[src/vector_defs.svh]
// constants for the vector slot map and interrupt entry stacking
`ifndef VECTOR_DEFS_SVH
`define VECTOR_DEFS_SVH

// ****************************************************************
// slot map
// ****************************************************************
`define VEC_BASE_ADDR     16'hFFCC
`define VEC_TOP_ADDR      16'hFFFF
`define VEC_RESET_ADDR    16'hFFFE
`define VEC_NUM_SLOTS     26
`define VEC_SLOT_W        5
`define VEC_SRC_W         32

// ****************************************************************
// source bit positions in the request vector
// ****************************************************************
`define SRC_TIMER_A_CH5   0
`define SRC_TIMER_A_CH4   1
`define SRC_CONVERTER     2
`define SRC_KEYBOARD      3
`define SRC_SCI_TX        4
`define SRC_SCI_RX        5
`define SRC_SCI_ERR       6
`define SRC_CAN_TX        7
`define SRC_CAN_RX        8
`define SRC_CAN_ERR       9
`define SRC_CAN_WAKE      10
`define SRC_SPI_TX        11
`define SRC_SPI_RX        12
`define SRC_TIMER_B_OVF   13
`define SRC_TIMER_B_CH1   14
`define SRC_TIMER_B_CH0   15
`define SRC_TIMER_A_OVF   16
`define SRC_TIMER_A_CH3   17
`define SRC_TIMER_A_CH2   18
`define SRC_TIMER_A_CH1   19
`define SRC_TIMER_A_CH0   20
`define SRC_PERIODIC      21
`define SRC_LINK_CTRL     22
`define SRC_CLOCK_SYNTH   23
`define SRC_EXT_PIN       24
`define SRC_SW_INSTR      25
`define SRC_RESET         26

// ****************************************************************
// stacking
// ****************************************************************
`define STACK_RESET_VAL   16'h00FF
`define STACK_ENTRY_BYTES 3'h5
`define NO_SLOT           5'h1F

`endif

[src/vector_pkg.sv]
// types shared by the vector and stacking logic
package vector_pkg;
    timeunit 1ns;
    timeprecision 1ps;

    // layout chosen at build time
    typedef enum logic [0:0] {
        LAYOUT_FULL    = 1'b0,
        LAYOUT_REDUCED = 1'b1
    } layout_t;

    // a granted interrupt as seen by the cpu
    typedef struct packed {
        logic        valid;
        logic [4:0]  slot;
        logic [15:0] vecAddr;
    } grant_t;

    // cpu register image pushed on entry
    typedef struct packed {
        logic [15:0] pc;
        logic [7:0]  x;
        logic [7:0]  acc;
        logic [7:0]  ccr;
    } cpu_regs_t;

    // one byte write toward stack ram
    typedef struct packed {
        logic        we;
        logic [15:0] addr;
        logic [7:0]  data;
    } stack_wr_t;

endpackage

[src/slot_map.sv]
// maps raw source requests onto vector slots for one layout
`include "vector_defs.svh"

module slot_map
    import vector_pkg::*;
#(
    parameter layout_t LAYOUT = LAYOUT_FULL
) (
    input  wire logic [`VEC_SRC_W-1:0] srcReq,
    output logic      [`VEC_NUM_SLOTS-1:0] slotReq
);
    timeunit 1ns;
    timeprecision 1ps;

    // ****************************************************************
    // slot routing
    // ****************************************************************
    // slot 0 is 0xFFCC, slot 25 is 0xFFFE (reset)
    always_comb begin
        slotReq = '0;
        if (LAYOUT == LAYOUT_FULL) begin
            slotReq[0]  = srcReq[`SRC_TIMER_A_CH5]; // see RULE4
            slotReq[1]  = srcReq[`SRC_TIMER_A_CH4]; // see RULE4
            slotReq[2]  = srcReq[`SRC_CONVERTER];   // see RULE4
            slotReq[4]  = srcReq[`SRC_SCI_TX];      // see RULE5
            slotReq[5]  = srcReq[`SRC_SCI_RX];      // see RULE5
            slotReq[6]  = srcReq[`SRC_SCI_ERR];     // see RULE5
            slotReq[7]  = srcReq[`SRC_CAN_TX];      // see RULE6
            slotReq[8]  = srcReq[`SRC_CAN_RX];      // see RULE6
            slotReq[9]  = srcReq[`SRC_CAN_ERR];     // see RULE6
            slotReq[10] = srcReq[`SRC_CAN_WAKE];    // see RULE6
            slotReq[11] = srcReq[`SRC_SPI_TX];      // see RULE7
            slotReq[12] = srcReq[`SRC_SPI_RX];      // see RULE7
            slotReq[13] = srcReq[`SRC_TIMER_B_OVF]; // see RULE8
            slotReq[14] = srcReq[`SRC_TIMER_B_CH1]; // see RULE8
            slotReq[15] = srcReq[`SRC_TIMER_B_CH0]; // see RULE8
            slotReq[16] = srcReq[`SRC_TIMER_A_OVF]; // see RULE9
            slotReq[17] = srcReq[`SRC_TIMER_A_CH3]; // see RULE9
            slotReq[18] = srcReq[`SRC_TIMER_A_CH2]; // see RULE9
            slotReq[19] = srcReq[`SRC_TIMER_A_CH1]; // see RULE9
            slotReq[20] = srcReq[`SRC_TIMER_A_CH0]; // see RULE9
            slotReq[21] = srcReq[`SRC_PERIODIC];    // see RULE9
        end else begin
            // low slots other than keyboard slot 3 stay reserved; can sources have no home here
            slotReq[7]  = srcReq[`SRC_PERIODIC];    // see RULE10
            slotReq[8]  = srcReq[`SRC_LINK_CTRL];   // see RULE10
            slotReq[9]  = srcReq[`SRC_CONVERTER];   // see RULE10
            slotReq[10] = srcReq[`SRC_SCI_TX];      // see RULE5 see RULE10
            slotReq[11] = srcReq[`SRC_SCI_RX];      // see RULE5 see RULE10
            slotReq[12] = srcReq[`SRC_SCI_ERR];     // see RULE5 see RULE10
            slotReq[13] = srcReq[`SRC_SPI_TX];      // see RULE10
            slotReq[14] = srcReq[`SRC_SPI_RX];      // see RULE10
            slotReq[15] = srcReq[`SRC_TIMER_A_OVF]; // see RULE10
            slotReq[16] = srcReq[`SRC_TIMER_A_CH5]; // see RULE10
            slotReq[17] = srcReq[`SRC_TIMER_A_CH4]; // see RULE10
            slotReq[18] = srcReq[`SRC_TIMER_A_CH3]; // see RULE10
            slotReq[19] = srcReq[`SRC_TIMER_A_CH2]; // see RULE10
            slotReq[20] = srcReq[`SRC_TIMER_A_CH1]; // see RULE10
            slotReq[21] = srcReq[`SRC_TIMER_A_CH0]; // see RULE10
        end
        slotReq[3]  = srcReq[`SRC_KEYBOARD];       // see RULE4
        slotReq[22] = srcReq[`SRC_CLOCK_SYNTH];    // see RULE11
        slotReq[23] = srcReq[`SRC_EXT_PIN];        // see RULE11
        slotReq[24] = srcReq[`SRC_SW_INSTR];       // see RULE11
        slotReq[25] = srcReq[`SRC_RESET];          // see RULE11
    end

endmodule // slot_map

[src/slot_priority.sv]
// picks the highest pending slot and forms its vector address
`include "vector_defs.svh"

module slot_priority
    import vector_pkg::*;
(
    input  wire logic [`VEC_NUM_SLOTS-1:0] slotReq,
    output grant_t                         grant
);
    timeunit 1ns;
    timeprecision 1ps;

    // ****************************************************************
    // priority search
    // ****************************************************************
    // later, higher slots overwrite lower ones so the top one wins
    always_comb begin
        grant = '0;
        for (int i = 0; i < `VEC_NUM_SLOTS; i++) begin
            if (slotReq[i]) begin
                grant.valid = 1'b1;                                    // see RULE2
                grant.slot  = 5'(i);                                   // see RULE2
                grant.vecAddr = `VEC_BASE_ADDR + {10'h000, 5'(i), 1'b0}; // see RULE1
            end
        end
    end

endmodule // slot_priority

[src/vector_table_priority_logic.sv]
// vector slot priority, vector fetch and interrupt entry stacking
// What this block does
// RULE1 - slots from 0xFFCC to 0xFFFF, two bytes each, high byte even
// RULE2 - higher slot address means higher priority, reset slot highest
// RULE3 - variant parameter chooses between two slot layouts
// RULE4 - full layout: timer_a ch5, ch4, converter lowest; keyboard next in both
// RULE5 - serial tx, rx, error take three slots; moved higher in reduced layout
// RULE6 - full layout: can tx, rx, error, wakeup in four rising slots
// RULE7 - full layout: synchronous serial tx then rx one slot higher
// RULE8 - full layout: timer_b overflow, ch1, ch0 in rising slots
// RULE9 - full layout: timer_a overflow, ch3 to ch0, then periodic_timer
// RULE10 - reduced layout: periodic_timer, link, converter, serial, timer_a upward
// RULE11 - top four slots: clock synth, external pin, software_interrupt_instr, reset
// RULE12 - five bytes of cpu state pushed before servicing an interrupt
// RULE13 - the high index register is not pushed on interrupt entry
// RULE14 - 16-bit stack pointer decrements on push, increments on pull
// RULE15 - stack pointer resets to 0x00FF; reload instruction restores it
// RULE16 - software should program every vector slot
`include "vector_defs.svh"

module vector_table_priority_logic
    import vector_pkg::*;
#(
    parameter layout_t LAYOUT = LAYOUT_FULL
) (
    input  wire logic                  sys_clk,
    input  wire logic                  nrst,
    input  wire logic [`VEC_SRC_W-1:0] srcReq,
    input  wire logic                  intEnable,
    input  wire logic                  entryStart,
    input  wire cpu_regs_t             cpuRegs,
    input  wire logic                  pullReq,
    input  wire logic                  spReload,
    input  wire logic                  spLoad,
    input  wire logic [15:0]           spLoadVal,
    input  wire logic [7:0]            vecRdData,
    output logic                       intPending,
    output logic [4:0]                 pendSlot,
    output stack_wr_t                  stackWr,
    output logic [15:0]                vecRdAddr,
    output logic                       vecRdEn,
    output logic [15:0]                vectorPc,
    output logic                       entryDone,
    output logic                       entryBusy,
    output logic [15:0]                stackPtr
);
    timeunit 1ns;
    timeprecision 1ps;

    // ****************************************************************
    // slot mapping and priority
    // ****************************************************************
    logic [`VEC_NUM_SLOTS-1:0] slotReq;
    grant_t                    grant;

    // layout picked at build time, never at run time
    slot_map #(
        .LAYOUT (LAYOUT)                        // see RULE3
    ) u_map (
        .srcReq  (srcReq),
        .slotReq (slotReq)
    );

    slot_priority u_prio (
        .slotReq (slotReq),
        .grant   (grant)
    );

    // ****************************************************************
    // entry sequencer
    // ****************************************************************
    typedef enum logic [2:0] {
        ST_IDLE   = 3'b000,
        ST_PUSH   = 3'b001,
        ST_VEC_HI = 3'b010,
        ST_VEC_LO = 3'b011,
        ST_DONE   = 3'b100
    } entry_state_t;

    entry_state_t stateFf;
    entry_state_t nxt_stateFf;
    logic [2:0]   byteCntFf;
    logic [2:0]   nxt_byteCntFf;
    logic [15:0]  spFf;
    logic [15:0]  nxt_spFf;
    cpu_regs_t    regsFf;
    cpu_regs_t    nxt_regsFf;
    logic [15:0]  vecAddrFf;
    logic [15:0]  nxt_vecAddrFf;
    logic [15:0]  pcFf;
    logic [15:0]  nxt_pcFf;
    stack_wr_t    wrFf;
    stack_wr_t    nxt_wrFf;
    logic [7:0]   pushByte;

    // push order: pc low, pc high, x, accumulator, ccr; no h register
    always_comb begin
        unique case (byteCntFf)
            3'h0:    pushByte = regsFf.pc[7:0];
            3'h1:    pushByte = regsFf.pc[15:8];
            3'h2:    pushByte = regsFf.x;     // see RULE13
            3'h3:    pushByte = regsFf.acc;
            3'h4:    pushByte = regsFf.ccr;
            default: pushByte = 8'h00;
        endcase
    end

    // next-state logic for sequencer and stack pointer
    always_comb begin
        nxt_stateFf   = stateFf;
        nxt_byteCntFf = byteCntFf;
        nxt_spFf      = spFf;
        nxt_regsFf    = regsFf;
        nxt_vecAddrFf = vecAddrFf;
        nxt_pcFf      = pcFf;
        nxt_wrFf      = '0;
        unique case (stateFf)
            ST_IDLE: begin
                // priority is frozen at entry so a late request cannot swap vectors
                if (entryStart && grant.valid && intEnable) begin
                    nxt_stateFf   = ST_PUSH;
                    nxt_byteCntFf = 3'h0;
                    nxt_regsFf    = cpuRegs;
                    nxt_vecAddrFf = grant.vecAddr;     // see RULE2
                end else if (spReload) begin
                    nxt_spFf = `STACK_RESET_VAL;        // see RULE15
                end else if (spLoad) begin
                    nxt_spFf = spLoadVal;
                end else if (pullReq) begin
                    nxt_spFf = spFf + 16'h0001;         // see RULE14
                end
            end
            ST_PUSH: begin
                nxt_wrFf.we   = 1'b1;
                nxt_wrFf.addr = spFf;
                nxt_wrFf.data = pushByte;
                nxt_spFf      = spFf - 16'h0001;        // see RULE14
                nxt_byteCntFf = byteCntFf + 3'h1;
                if (byteCntFf == `STACK_ENTRY_BYTES - 3'h1) begin
                    nxt_stateFf = ST_VEC_HI;            // see RULE12
                end
            end
            ST_VEC_HI: begin
                // high byte at the even address, returned one cycle later
                nxt_stateFf = ST_VEC_LO;                // see RULE1
            end
            ST_VEC_LO: begin
                nxt_pcFf[15:8] = vecRdData;             // see RULE1
                nxt_stateFf    = ST_DONE;
            end
            ST_DONE: begin
                nxt_pcFf[7:0] = vecRdData;              // see RULE1
                nxt_stateFf   = ST_IDLE;
            end
            default: begin
                nxt_stateFf = ST_IDLE;
            end
        endcase
    end

    // registers of the sequencer
    always_ff @(posedge sys_clk or negedge nrst) begin
        if (!nrst) begin
            stateFf   <= ST_IDLE;
            byteCntFf <= 3'h0;
            spFf      <= `STACK_RESET_VAL;              // see RULE15
            regsFf    <= '0;
            vecAddrFf <= `VEC_RESET_ADDR;
            pcFf      <= 16'h0000;
            wrFf      <= '0;
        end else begin
            stateFf   <= nxt_stateFf;
            byteCntFf <= nxt_byteCntFf;
            spFf      <= nxt_spFf;
            regsFf    <= nxt_regsFf;
            vecAddrFf <= nxt_vecAddrFf;
            pcFf      <= nxt_pcFf;
            wrFf      <= nxt_wrFf;
        end
    end

    // ****************************************************************
    // outputs
    // ****************************************************************
    // vector fetch: even byte then odd byte of the frozen slot
    assign vecRdEn    = (stateFf == ST_VEC_HI) || (stateFf == ST_VEC_LO);
    assign vecRdAddr  = (stateFf == ST_VEC_LO) ? (vecAddrFf | 16'h0001) : vecAddrFf;
    assign intPending = grant.valid && intEnable;
    assign pendSlot   = grant.valid ? grant.slot : `NO_SLOT;
    assign stackWr    = wrFf;
    assign vectorPc   = pcFf;
    assign entryDone  = (stateFf == ST_DONE);
    assign entryBusy  = (stateFf != ST_IDLE);
    assign stackPtr   = spFf;

endmodule // vector_table_priority_logic

[config.mk]
export PLATFORM = sky130hd
export DESIGN_NAME = vector_table_priority_logic
export DESIGN_NICKNAME = d
export VERILOG_FILES = /design/src/vector_pkg.sv /design/src/slot_map.sv /design/src/slot_priority.sv /design/src/vector_table_priority_logic.sv
export VERILOG_INCLUDE_DIRS = /design/src
export SDC_FILE = /design/constraint.sdc
export NUM_CORES = 1
export LEC_CHECK = 0
export BUFFER_PORTS_ARGS = -buffer_cell sky130_fd_sc_hd__buf_2
export CAP_MARGIN = 20
export CORE_MARGIN = 5
export CORE_UTILIZATION = 49
export DETAILED_ROUTE_END_ITERATION = 16
export MAX_ROUTING_LAYER = met4
export PLACE_DENSITY = 0.75
export SLEW_MARGIN = 20
export SYNTH_ARGS = -nofsm -noshare
export SYNTH_HDL_FRONTEND = slang
export SYNTH_SLANG_ARGS = --single-unit
export TNS_END_PERCENT = 1
[constraint.sdc]
create_clock -name sys_clk -period 5.1 [get_ports sys_clk]
set_input_delay 0.765 -clock sys_clk [delete_from_list [all_inputs] [get_ports sys_clk]]
set_output_delay 0.765 -clock sys_clk [all_outputs]
set_load 0.02 [all_outputs]
==> results.ini, run 1 <==
[sta]
worst_slew_pin_slew_ps = 955
tns_ps = 0
fmax_ghz = 0.320
setup_slack_ps = 1970
rsz0062_at_grt = false
finalCritPeriodShare_pct = 61.3
drv_slew = 0
clock_skew_ps = 8.67
finalSetupViolations = 0
relSlewSlack_pct = 35.6
hold_viol_final = 0
min_period_ps = 3130

[worst_setup_path]
cp_data_required_time_ps = 4340
crit_path_start_kind = input pin
path_class = in -> out
endpoint_kind = output pin
r2r_end = stackPtr[9]
cp.arrival_ps = 2360
cp_max_fo = 8
r2r-start = stateFf[2]
ff2ff_setup_slack_ps = 2040
reg2reg_depth = 7

[finish]
fillers = 966
multi_input_area_um2 = 2560
area_delta_synth_final_pct = 21.3
antenna_cells = 0
fin_area_um2 = 6770
layout.nets = 792
regArea_um2 = 2750
drive_gt1_share_pct = 41.2

[placed_design]
port_buffers = 178
pre_cts_ws_ps = 1760
place_congestion = 0.937
dp_hpwl_um = 10800
dpl_cell_area_um2 = 6480

[routing]
vias_per_cell = 5.77
vias = 4788
drtIter0Drc = 425
final_antenna_net_count = 0
drt-total-wl_um = 14700
wire_per_inst_um = 17.7
drc_errors = 0
dr.pass1.iters = 5

[clock_tree]
cts_buffer_depth = 2
cts_hold_buf = 0
cts_htree_levels = 3
cts_setup_buffers = 0
insertion_delay_ps = 340
root_buffer = clkbuf_16
cts_buffers = 9
clkTransAtPathRegs_ps = 70
cts_resized = 0
clkSinkCount = 109
tritoncts = built

[pwr]
p_comb_share_pct = 46.3
power_density_nw_per_um2 = 620
power_frac_seq_pct = 37.8
clkPwrFrac_pct = 15.9
vdd_ir_drop_max_mv = 0.353
swShare_pct = 41.8
p_int_mw = 2.44
switching_power_mw = 1.75
p_leak_nw = 3.14

[die]
initial_core_util_pct = 49.5
die_h_um = 117
dieArea_um2 = 13600
core_um2 = 11300
placementRows = 39
io_pins = 185
dieWidth_um = 117

[logic_synthesis]
synth_top_area_share_pct = 42.6
synth_cell_type_count = 65
synth_warnings = 0
yosysSeqAreaShare_pct = 49.2
synth_top_cell_by_area = dfrtp_1
synth_edf_count = 0
synth_nets = 637
synthTopCellsByArea = dfrtp_1 43%, mux2_2 12%, dfstp_2 6.6%, nand2_1 2.5%, nor2_1 2.4%
synthCells = 527
ys_ff_latch = 109
syn_area_um2 = 5580
syn-mean-instance-area_um2 = 10.6
synthArstFlopShare_pct = 100
synth_ff_type = dfrtp_1

[global_routing]
antenna_found_initial = 0
top_usage_layer = met2
grt_first_pass_wirelength_um = 23400
gr-usage-met1_pct = 29.1
grt_use_met2_pct = 36.0
grt_util_all_layers_pct = 22.3
grt_max_degree = 59
grt_pass1_vias = 4696
use_met3_pct = 2.85
grt.overflow.total = 0

[worst_hold_path]
hold_path_class = in -> async

[run]
timing.max_cap.violations = 0

[outcome]
outcome = finished, final reports clean

-- worst max path at each step --
stage | startpoint | endpoint | slack [ps] | cells past startpoint
floorplan | srcReq[18] | intPending | 2270 | 4
global placement | srcReq[10] | stackPtr[9] | 1770 | 7
detailed placement | srcReq[10] | stackPtr[9] | 1760 | 7
CTS | srcReq[10] | intPending | 1970 | 6
global route | srcReq[14] | pendSlot[1] | 1850 | 7
finish | srcReq[10] | intPending | 1970 | 6
-- through the flow --
step / utilization [%] / power, mW / cells / hold WS [ps]
after global routing: 60.0 / 4.48 / 830 / 507
after global placement: 57.5 / 3.45 / 814 / 467
after floorplan: - / 2.95 / 527 / 467
after CTS: 60.0 / 4.22 / 830 / 465
final: 60.0 / 4.19 / 830 / 439
after detailed placement: 57.5 / 3.54 / 814 / 481
-- sequential cells by signal (all words and copies together), names as in the netlist --
register and flops:
byteCntFf 3, regsFf 40, stackPtr 16, stackWr 25, stateFf 3, vecAddrFf 6
vectorPc 16
-- logic make-up after synthesis --
kind of cell	count (synthesis)	synth area share [%]
buf+inv	57	4.91
simple gates	163	15.5
flops	109	49.2
xor+xnor	9	1.41
mux	61	12.2
compound gates	121	15.1
fa+ha+maj	7	1.57
-- placed cells by master (no fill, tap or decap), drive strengths merged, types with 6 or more instances in the layout --
master | netlist | final
o21ai | 26 | 26
nand3 | 15 | 15
mux2 | 57 | 57
nor2b | 6 | 6
clkbuf | 19 | 11
a22o | 8 | 8
nor3 | 12 | 12
dfrtp | 95 | 95
nand2 | 38 | 38
inv | 20 | 21
a21oi | 21 | 21
xnor2 | 9 | 9
or2 | 6 | 6
a22oi | 12 | 12
and2 | 14 | 14
dfstp | 14 | 14
nor2 | 36 | 36
ha | 7 | 7
a31oi | 12 | 12
nor4 | 10 | 10
buf | 18 | 181
-- power by group through the flow --
stage | sequential, mW | clock, mW | combinational [mW]
floorplan | 1.76 | 0 | 1.19
global placement | 1.57 | 0 | 1.89
detailed placement | 1.59 | 0 | 1.94
CTS | 1.58 | 0.689 | 1.95
global route | 1.64 | 0.724 | 2.11
finish | 1.59 | 0.668 | 1.94
-- cells in the mapped netlist, types with 2 or more instances --
master	number
o21ai_0	25
nor2b_1	6
xnor2_1	9
dfrtp_1	95
o31ai_1	3
o22ai_1	4
dfstp_2	14
nor3_1	12
nor4_1	9
ha_1	7
a31oi_1	12
a21o_1	2
and3_1	2
a2111oi_0	2
inv_1	20
buf_2	3
mux2_2	57
o31a_1	2
nor2_1	36
a21oi_1	21
a222oi_1	4
o41ai_1	2
o211ai_1	2
a211oi_1	3
a22o_1	8
and2_1	14
buf_4	13
o21a_1	3
or3_1	4
or4_1	4
nand2b_1	5
o221ai_1	4
nand3_1	15
mux2i_1	4
a22oi_1	12
nand2_1	37
or2_2	5
clkbuf_1	19
nand4_1	2
-- per-layer routing --
metal / routed length (um) / part of all wire (%)
met1: 6070 / 41
met2: 7310 / 50
met3: 1030 / 7.0
met4: 291 / 2.0
met5: 0 / 0
-- area by class of cell --
cell class / count / area share [%]
clock buffers: 11 / 3.74
flip-flops and latches: 109 / 40.6
inverters: 20 / 1.11
well taps: 143 / 2.64
clock inverters: 5 / 0.481
repair buffers: 181 / 13.5
multi-input cells: 361 / 37.9
-- worst max-delay path, stage by stage --
cell,delay [ps]
buf_2,130
or4_4,580
nor4_4,390
nand2_4,160
and2_1,190
buf_2,150
Note: power is estimated with default switching activity, not from simulation.
==> inputs of run 2 (changes only) <==
Settings changed: ABC_AREA set to 1, CORE_UTILIZATION 49 to 46, PLACE_DENSITY 0.75 to 0.74.
Clock period 5.1 ns to 2.8 ns, I/O delays scaled along.
==> results.ini, run 2 <==
[sta]
tns_ps = 0  ; unchanged
clock_skew_ps = 4.09  ; -4.58 ps
rsz0062_at_grt = false
worst_slew_pin_slew_ps = 705  ; -249 ps
relSlewSlack_pct = 53.0  ; +17 points
min_period_ps = 2320
finalSetupViolations = 0  ; unchanged
hold_viol_final = 0  ; unchanged
fmax_ghz = 0.431
drv_slew = 0  ; unchanged
finalCritPeriodShare_pct = 82.8
setup_slack_ps = 481  ; -1490 ps

[routing]
drtIter0Drc = 369  ; -13%
dr.pass1.iters = 5  ; unchanged
drc_errors = 0  ; unchanged
drt-total-wl_um = 14000  ; -5.1%
final_antenna_net_count = 0  ; unchanged
wire_per_inst_um = 13.7  ; -23%
vias = 5023  ; +4.9%
vias_per_cell = 4.92  ; -15%

[finish]
layout.nets = 979  ; +24%
drive_gt1_share_pct = 28.8  ; -12 points
fin_cells = 1021  ; +23%
area_delta_synth_final_pct = 23.3
final_common_cell = nand2_1
antenna_cells = 0  ; unchanged
regMostFlops = regsFf
final_util_pct = 57.8  ; -2.3 points
layout_common_cells = 188 x nand2_1, 177 x buf_2, 95 x dfrtp_1
largest_register_ffs = 40  ; unchanged

[worst_hold_path]
hold_path_class = in -> async

[placed_design]
port_buffers = 178  ; unchanged
pre_cts_ws_ps = 426  ; -1330 ps
place_congestion = 0.856  ; -8.6%
dp_hpwl_um = 10500  ; -2.8%
dp_cells = 1005  ; +23%

[die]
dieWidth_um = 120  ; +3.2%
dieArea_um2 = 14500  ; +6.4%
core_um2 = 12000  ; +6.1%
io_pins = 185  ; unchanged
die_h_um = 120  ; +3.2%
initial_core_util_pct = 46.9  ; -2.6 points
placementRows = 40  ; +2.6%

[global_routing]
grt_pass1_vias = 4795  ; +2.1%
grt_util_all_layers_pct = 20.2  ; -2.1 points
antenna_found_initial = 0  ; unchanged
grt_first_pass_wirelength_um = 23000  ; -1.6%
grt.overflow.total = 0  ; unchanged
grt_max_degree = 57  ; -3.4%

[logic_synthesis]
synth_compound_area_share_pct = 13.8  ; -1.3 points
synthArstFlopShare_pct = 100  ; unchanged
synthCells = 703  ; +33%
synth_top_cell_by_area = dfrtp_1
synth_warnings = 0  ; unchanged
syn_area_um2 = 5600  ; +0.49%
synth_nets = 813  ; +28%
syn-mean-instance-area_um2 = 7.97  ; -25%
synthTopCellsByArea = dfrtp_1 42%, nand2_1 13%, dfstp_2 6.6%, inv_1 5.4%, nor2_1 5.1%
synth_ff_type = dfrtp_1
ys_ff_latch = 109  ; unchanged
synth_cell_type_count = 43  ; -34%
synthMuxAreaShare_pct = 0  ; -12 points
yosys.area_share.adder_pct = 1.56  ; -0.0077 points
synth_top_family_by_area = simple AND/OR/NAND/NOR gates
synthXorXnorAreaFrac_pct = 2.03  ; +0.62 points
yosysMostFrequentCell = nand2_1
synth.top_cells.by_count = 188 x nand2_1, 95 x dfrtp_1, 81 x inv_1, 76 x nor2_1, 51 x o21ai_0
synth_top_area_share_pct = 42.4  ; -0.21 points
synthSimpleGateAreaFrac_pct = 23.8  ; +8.3 points
yosysSeqAreaShare_pct = 49.0  ; -0.24 points
synth_edf_count = 0  ; unchanged

[worst_setup_path]
critPathTopFamily = simple AND/OR/NAND/NOR gates
r2r-start = stackPtr[0]
crit_chain = ha_1 -> nand2_1 -> inv_2 -> nand2_1 -> nor2_1 -> inv_1 -> nor2_1 -> inv_2 -> nor3_2 -> nand3_1 -> nor2_1 -> nand3_1 -> nand2_1 -> o221ai_1 -> a22oi_1
r2r_end = stackPtr[14]
slowest_delay_ps = 580  ; about the same
crit_path_start_kind = register
cp_data_required_time_ps = 3060  ; -1280 ps
ff2ff_setup_slack_ps = 480  ; -1560 ps
reg2reg_depth = 15  ; +8
path_class = reg -> reg
cp_max_fo = 5  ; -3
cp.arrival_ps = 2580  ; +220 ps
slowest_stage = dfstp_2
crit_buf_inv = 3  ; +1
endpoint_kind = register

[pwr]
power_density_nw_per_um2 = 1100  ; +77%
p_leak_nw = 3.70  ; +18%
vdd_ir_drop_max_mv = 0.476  ; +35%

[clock_tree]
cts_resized = 0  ; unchanged
cts_hold_buf = 0  ; unchanged
root_buffer = clkbuf_16
cts_setup_buffers = 0  ; unchanged
clkTransAtPathRegs_ps = 70  ; about the same
tritoncts = built
cts_buffers = 9  ; unchanged
clkSinkCount = 109  ; unchanged
insertion_delay_ps = 340  ; about the same
cts_buffer_depth = 2  ; unchanged
cts_htree_levels = 3  ; unchanged

[outcome]
outcome = finished, final reports clean

[run]
timing.max_cap.violations = 0  ; unchanged

run 2: cell count changes in the layout (fill, tap and decap cells not counted), sizes merged, moves of 10 or more:
cell   change
nand2    +153
inv       +77
mux2      -57
nor2      +45
o21ai     +40
and2      -14
xor2      +13
nand3     +12
nor4      -10
run 2: where the power goes:
| part | switching, mW | internal, mW | leakage, nW |
|---|---|---|---|
| registers | 0.439 | 2.38 | 1.35 |
| clock network | 0.554 | 0.747 | 0.149 |
| logic | 2.32 | 1.16 | 2.20 |
run 2: worst max-delay path by stage:
stage,start,to,depth (start not counted),slack (ps)
6_report,stackPtr[0],stackPtr[14],15,480
5_1_grt,stackPtr[0],stackPtr[14],15,200
4_1_cts,stackPtr[0],stackPtr[14],15,490
3_5_place_dp,srcReq[20],stackPtr[0],14,430
3_3_place_gp,srcReq[16],stackPtr[1],14,480
2_1_floorplan,stackPtr[0],stackPtr[14],15,690
run 2: layout make-up:
| type | instances | area [um^2] |
|---|---|---|
| well taps | 147 | 184 |
| multi-input cells | 461 | 2310 |
| inverters | 101 | 382 |
| fillers | 1117 | 5050 |
| clock inverters | 4 | 55.1 |
| repair buffers | 187 | 973 |
| clock buffers | 12 | 256 |
| flip-flops and latches | 109 | 2750 |
run 2: per-layer routing:
metal | part of all wire (%) | up-vias | track usage [%]
li1 | - | 2563 | -
met1 | 44 | 2286 | 26.4
met2 | 48 | 151 | 32.1
met3 | 6.1 | 23 | 4.44
met4 | 1.9 | 0 | 5.88
met5 | 0 | - | -
run 2: cell families (layout without fill, tap and decap cells):
group | count (synthesis) | count (layout)
flip-flops | 109 | 109
adder cells (fa/ha/maj) | 7 | 7
XOR/XNOR | 13 | 13
AND/OR/NAND/NOR | 314 | 314
AO/OA/AOI/OAI | 127 | 127
buffers and inverters | 133 | 304
run 2: stage by stage:
stage | power [mW] | cell area, um^2 | hold WS [ps]
2_1_floorplan | 5.23 | 5600 | 124
3_3_place_gp | 6.27 | 6600 | 454
3_5_place_dp | 6.34 | 6600 | 460
4_1_cts | 7.67 | 6910 | 146
5_1_grt | 8.24 | 6910 | 180
6_report | 7.60 | 6910 | 133
==> inputs of run 3 (changes only) <==
Clock period 2.8 ns to 2.1 ns, I/O delays scaled along.
==> results.ini, run 3 (synthesis results as in run 2) <==
[routing]
wire_per_inst_um = 13.9  ; +1.7%
wl_met1_um = 6380  ; +3.6%
vias_per_cell = 4.91  ; -0.20%
dr.pass1.iters = 5  ; unchanged
dr.max_layer_used = met4
drc_errors = 0  ; unchanged
vias = 5180  ; +3.1%
drtIter0Drc = 306  ; -17%
drt-total-wl_um = 14700  ; +5.1%
final_antenna_net_count = 0  ; unchanged
dr_wl_met2_um = 7160  ; +7.4%
met3_length_um = 854  ; -0.12%

[global_routing]
grt_first_pass_wirelength_um = 23500  ; +2.0%
grt_max_degree = 57  ; unchanged
antenna_found_initial = 0  ; unchanged
grt.overflow.total = 0  ; unchanged
grt_util_all_layers_pct = 20.6  ; +0.37 points
grt_pass1_vias = 5011  ; +4.5%

[run]
timing.max_cap.violations = 0  ; unchanged

[finish]
final_common_cell = nand2_1
layout_common_cells = 187 x nand2_1, 176 x buf_2, 95 x dfrtp_1
regArea_um2 = 2750  ; unchanged
area_delta_synth_final_pct = 29.7
largest_register_ffs = 40  ; unchanged
final_util_pct = 60.8  ; +3.0 points
layout.nets = 1013  ; +3.5%
multi_input_area_um2 = 2370  ; +2.4%
regMostFlops = regsFf
fin_cells = 1055  ; +3.3%
fin_area_um2 = 7270  ; +5.2%
drive_gt1_share_pct = 32.8  ; +4.0 points
antenna_cells = 0  ; unchanged
fillers = 1060  ; -5.1%

[worst_setup_path]
crit_end = stackPtr[14]
cp_max_fo = 3  ; -2
cp.arrival_ps = 2390  ; -190 ps
crit_path_start_kind = register
startpoint = stackPtr[0]
endpoint_kind = register
r2r_end = stackPtr[14]
path_class = reg -> reg
r2r-start = stackPtr[0]
reg2reg_depth = 15  ; unchanged
cp_data_required_time_ps = 2370  ; -690 ps
ff2ff_setup_slack_ps = -20  ; -500 ps

[outcome]
outcome = complete, but fails checks
violations = negative setup slack

[sta]
finalCritPeriodShare_pct = 101  ; +18 points
min_period_ps = 2120  ; -199 ps
fmax_ghz = 0.472  ; +9.4%
clock_skew_ps = 8.72  ; +4.64 ps
drv_slew = 0  ; unchanged
finalSetupViolations = 1  ; +1
worst_slew_pin_slew_ps = 406  ; -300 ps
relSlewSlack_pct = 72.9  ; +20 points
whs_ps = 153  ; +19.9 ps
rsz0062_at_grt = true
setup_slack_ps = -19.7  ; -501 ps
hold_viol_final = 0  ; unchanged

[clock_tree]
cts_buffers = 9  ; unchanged
cts_htree_levels = 3  ; unchanged
cts_buffer_depth = 2  ; unchanged
clkSinkCount = 109  ; unchanged
root_buffer = clkbuf_16
tritoncts = built
clkTransAtPathRegs_ps = 80  ; about the same
cts_setup_buffers = 0  ; unchanged
insertion_delay_ps = 350  ; about the same

[placed_design]
place_congestion = 0.889  ; +3.9%
port_buffers = 178  ; unchanged
dp_hpwl_um = 11100  ; +6.2%
dp_cells = 1038  ; +3.3%
dpl_cell_area_um2 = 6880  ; +4.4%

[die]
dieWidth_um = 120  ; unchanged
dieArea_um2 = 14500  ; unchanged
die_h_um = 120  ; unchanged
placementRows = 40  ; unchanged
initial_core_util_pct = 46.9  ; unchanged
core_um2 = 12000  ; unchanged
io_pins = 185  ; unchanged

[pwr]
p_leak_nw = 3.89  ; +5.2%
vdd_ir_drop_max_mv = 0.584  ; +23%
power_density_nw_per_um2 = 1470  ; +33%
power_mw = 10.7  ; +40%

[worst_hold_path]
hold-path-cell-count = 3
hold_path_class = in -> reg

==> run 3: cell types whose count changed in the layout (fill, tap and decap cells not counted), moves of 2 or more <==
cell      previous run  this run
buf_12               1         4
buf_4                9        39
clkbuf_8             2         0
clkinv_8             0         3
inv_8                0         2
nand3_1             26        22
nand3_2              0         4
nor2_1              76        70
nor2_2               1         7
nor3_4               3         5
==> run 3: critical path, cell delays in order (launching register included) <==
cell and delay, ps:
dfstp_2 560, ha_1 180, nand2_1 70, inv_2 60
nand2_1 70, nor2_2 100, inv_1 60, nor2_2 110
inv_2 60, nor3_4 140, nand3_2 130, nor2_2 120
nand3_1 70, nand2_1 70, o221ai_1 100, a22oi_1 150
==> run 3: per-layer routing <==
layer / vias up / track usage, %
li1: 2637 / -
met1: 2352 / 26.2
met2: 171 / 34.0
met3: 20 / 2.99
met4: 0 / 7.22
met5: - / -
==> run 3: metrics by stage <==
stage                     setup slack, ps  TNS (ps)
after floorplan                    -0.318    -0.318
after detailed placement            -42.4     -45.9
after CTS                           -46.1     -66.3
after global routing                 -159      -829
final                               -19.7     -19.7
after global placement               3.23         0
==> run 3: worst min path at each step <==
stage	start	to	slack [ps]
6_report	cpuRegs[30]	regsFf[30]	150
2_1_floorplan	nrst	byteCntFf[0]	20
3_3_place_gp	nrst	stackPtr[13]	260
4_1_cts	cpuRegs[3]	regsFf[3]	150
5_1_grt	cpuRegs[30]	regsFf[30]	150
3_5_place_dp	nrst	stackPtr[13]	260
==> run 3: timing repair <==
item | 4_1_cts | 5_1_grt
hold buffers | 1 | 0
pin swaps | 1 | 2
hold endpoints to repair | 18 | 0
gates resized for setup | 0 | 16
setup endpoints to repair | 2 | 9
cloned | 0 | 0
==> run 3: area by class of cell <==
type / count / share of cell area, %
multi-input combinational: 461 / 32.6
clock buffer: 9 / 3.10
timing repair buffer: 221 / 17.5
inverter: 101 / 5.25
sequential: 109 / 37.8
clock inverter: 7 / 1.22
tap: 147 / 2.53
==> run 3: where the power goes <==
part | internal [mW] | switching, mW
clock | 0.862 | 0.887
combinational | 1.89 | 3.25
sequential | 3.17 | 0.600
total | 5.92 | 4.74
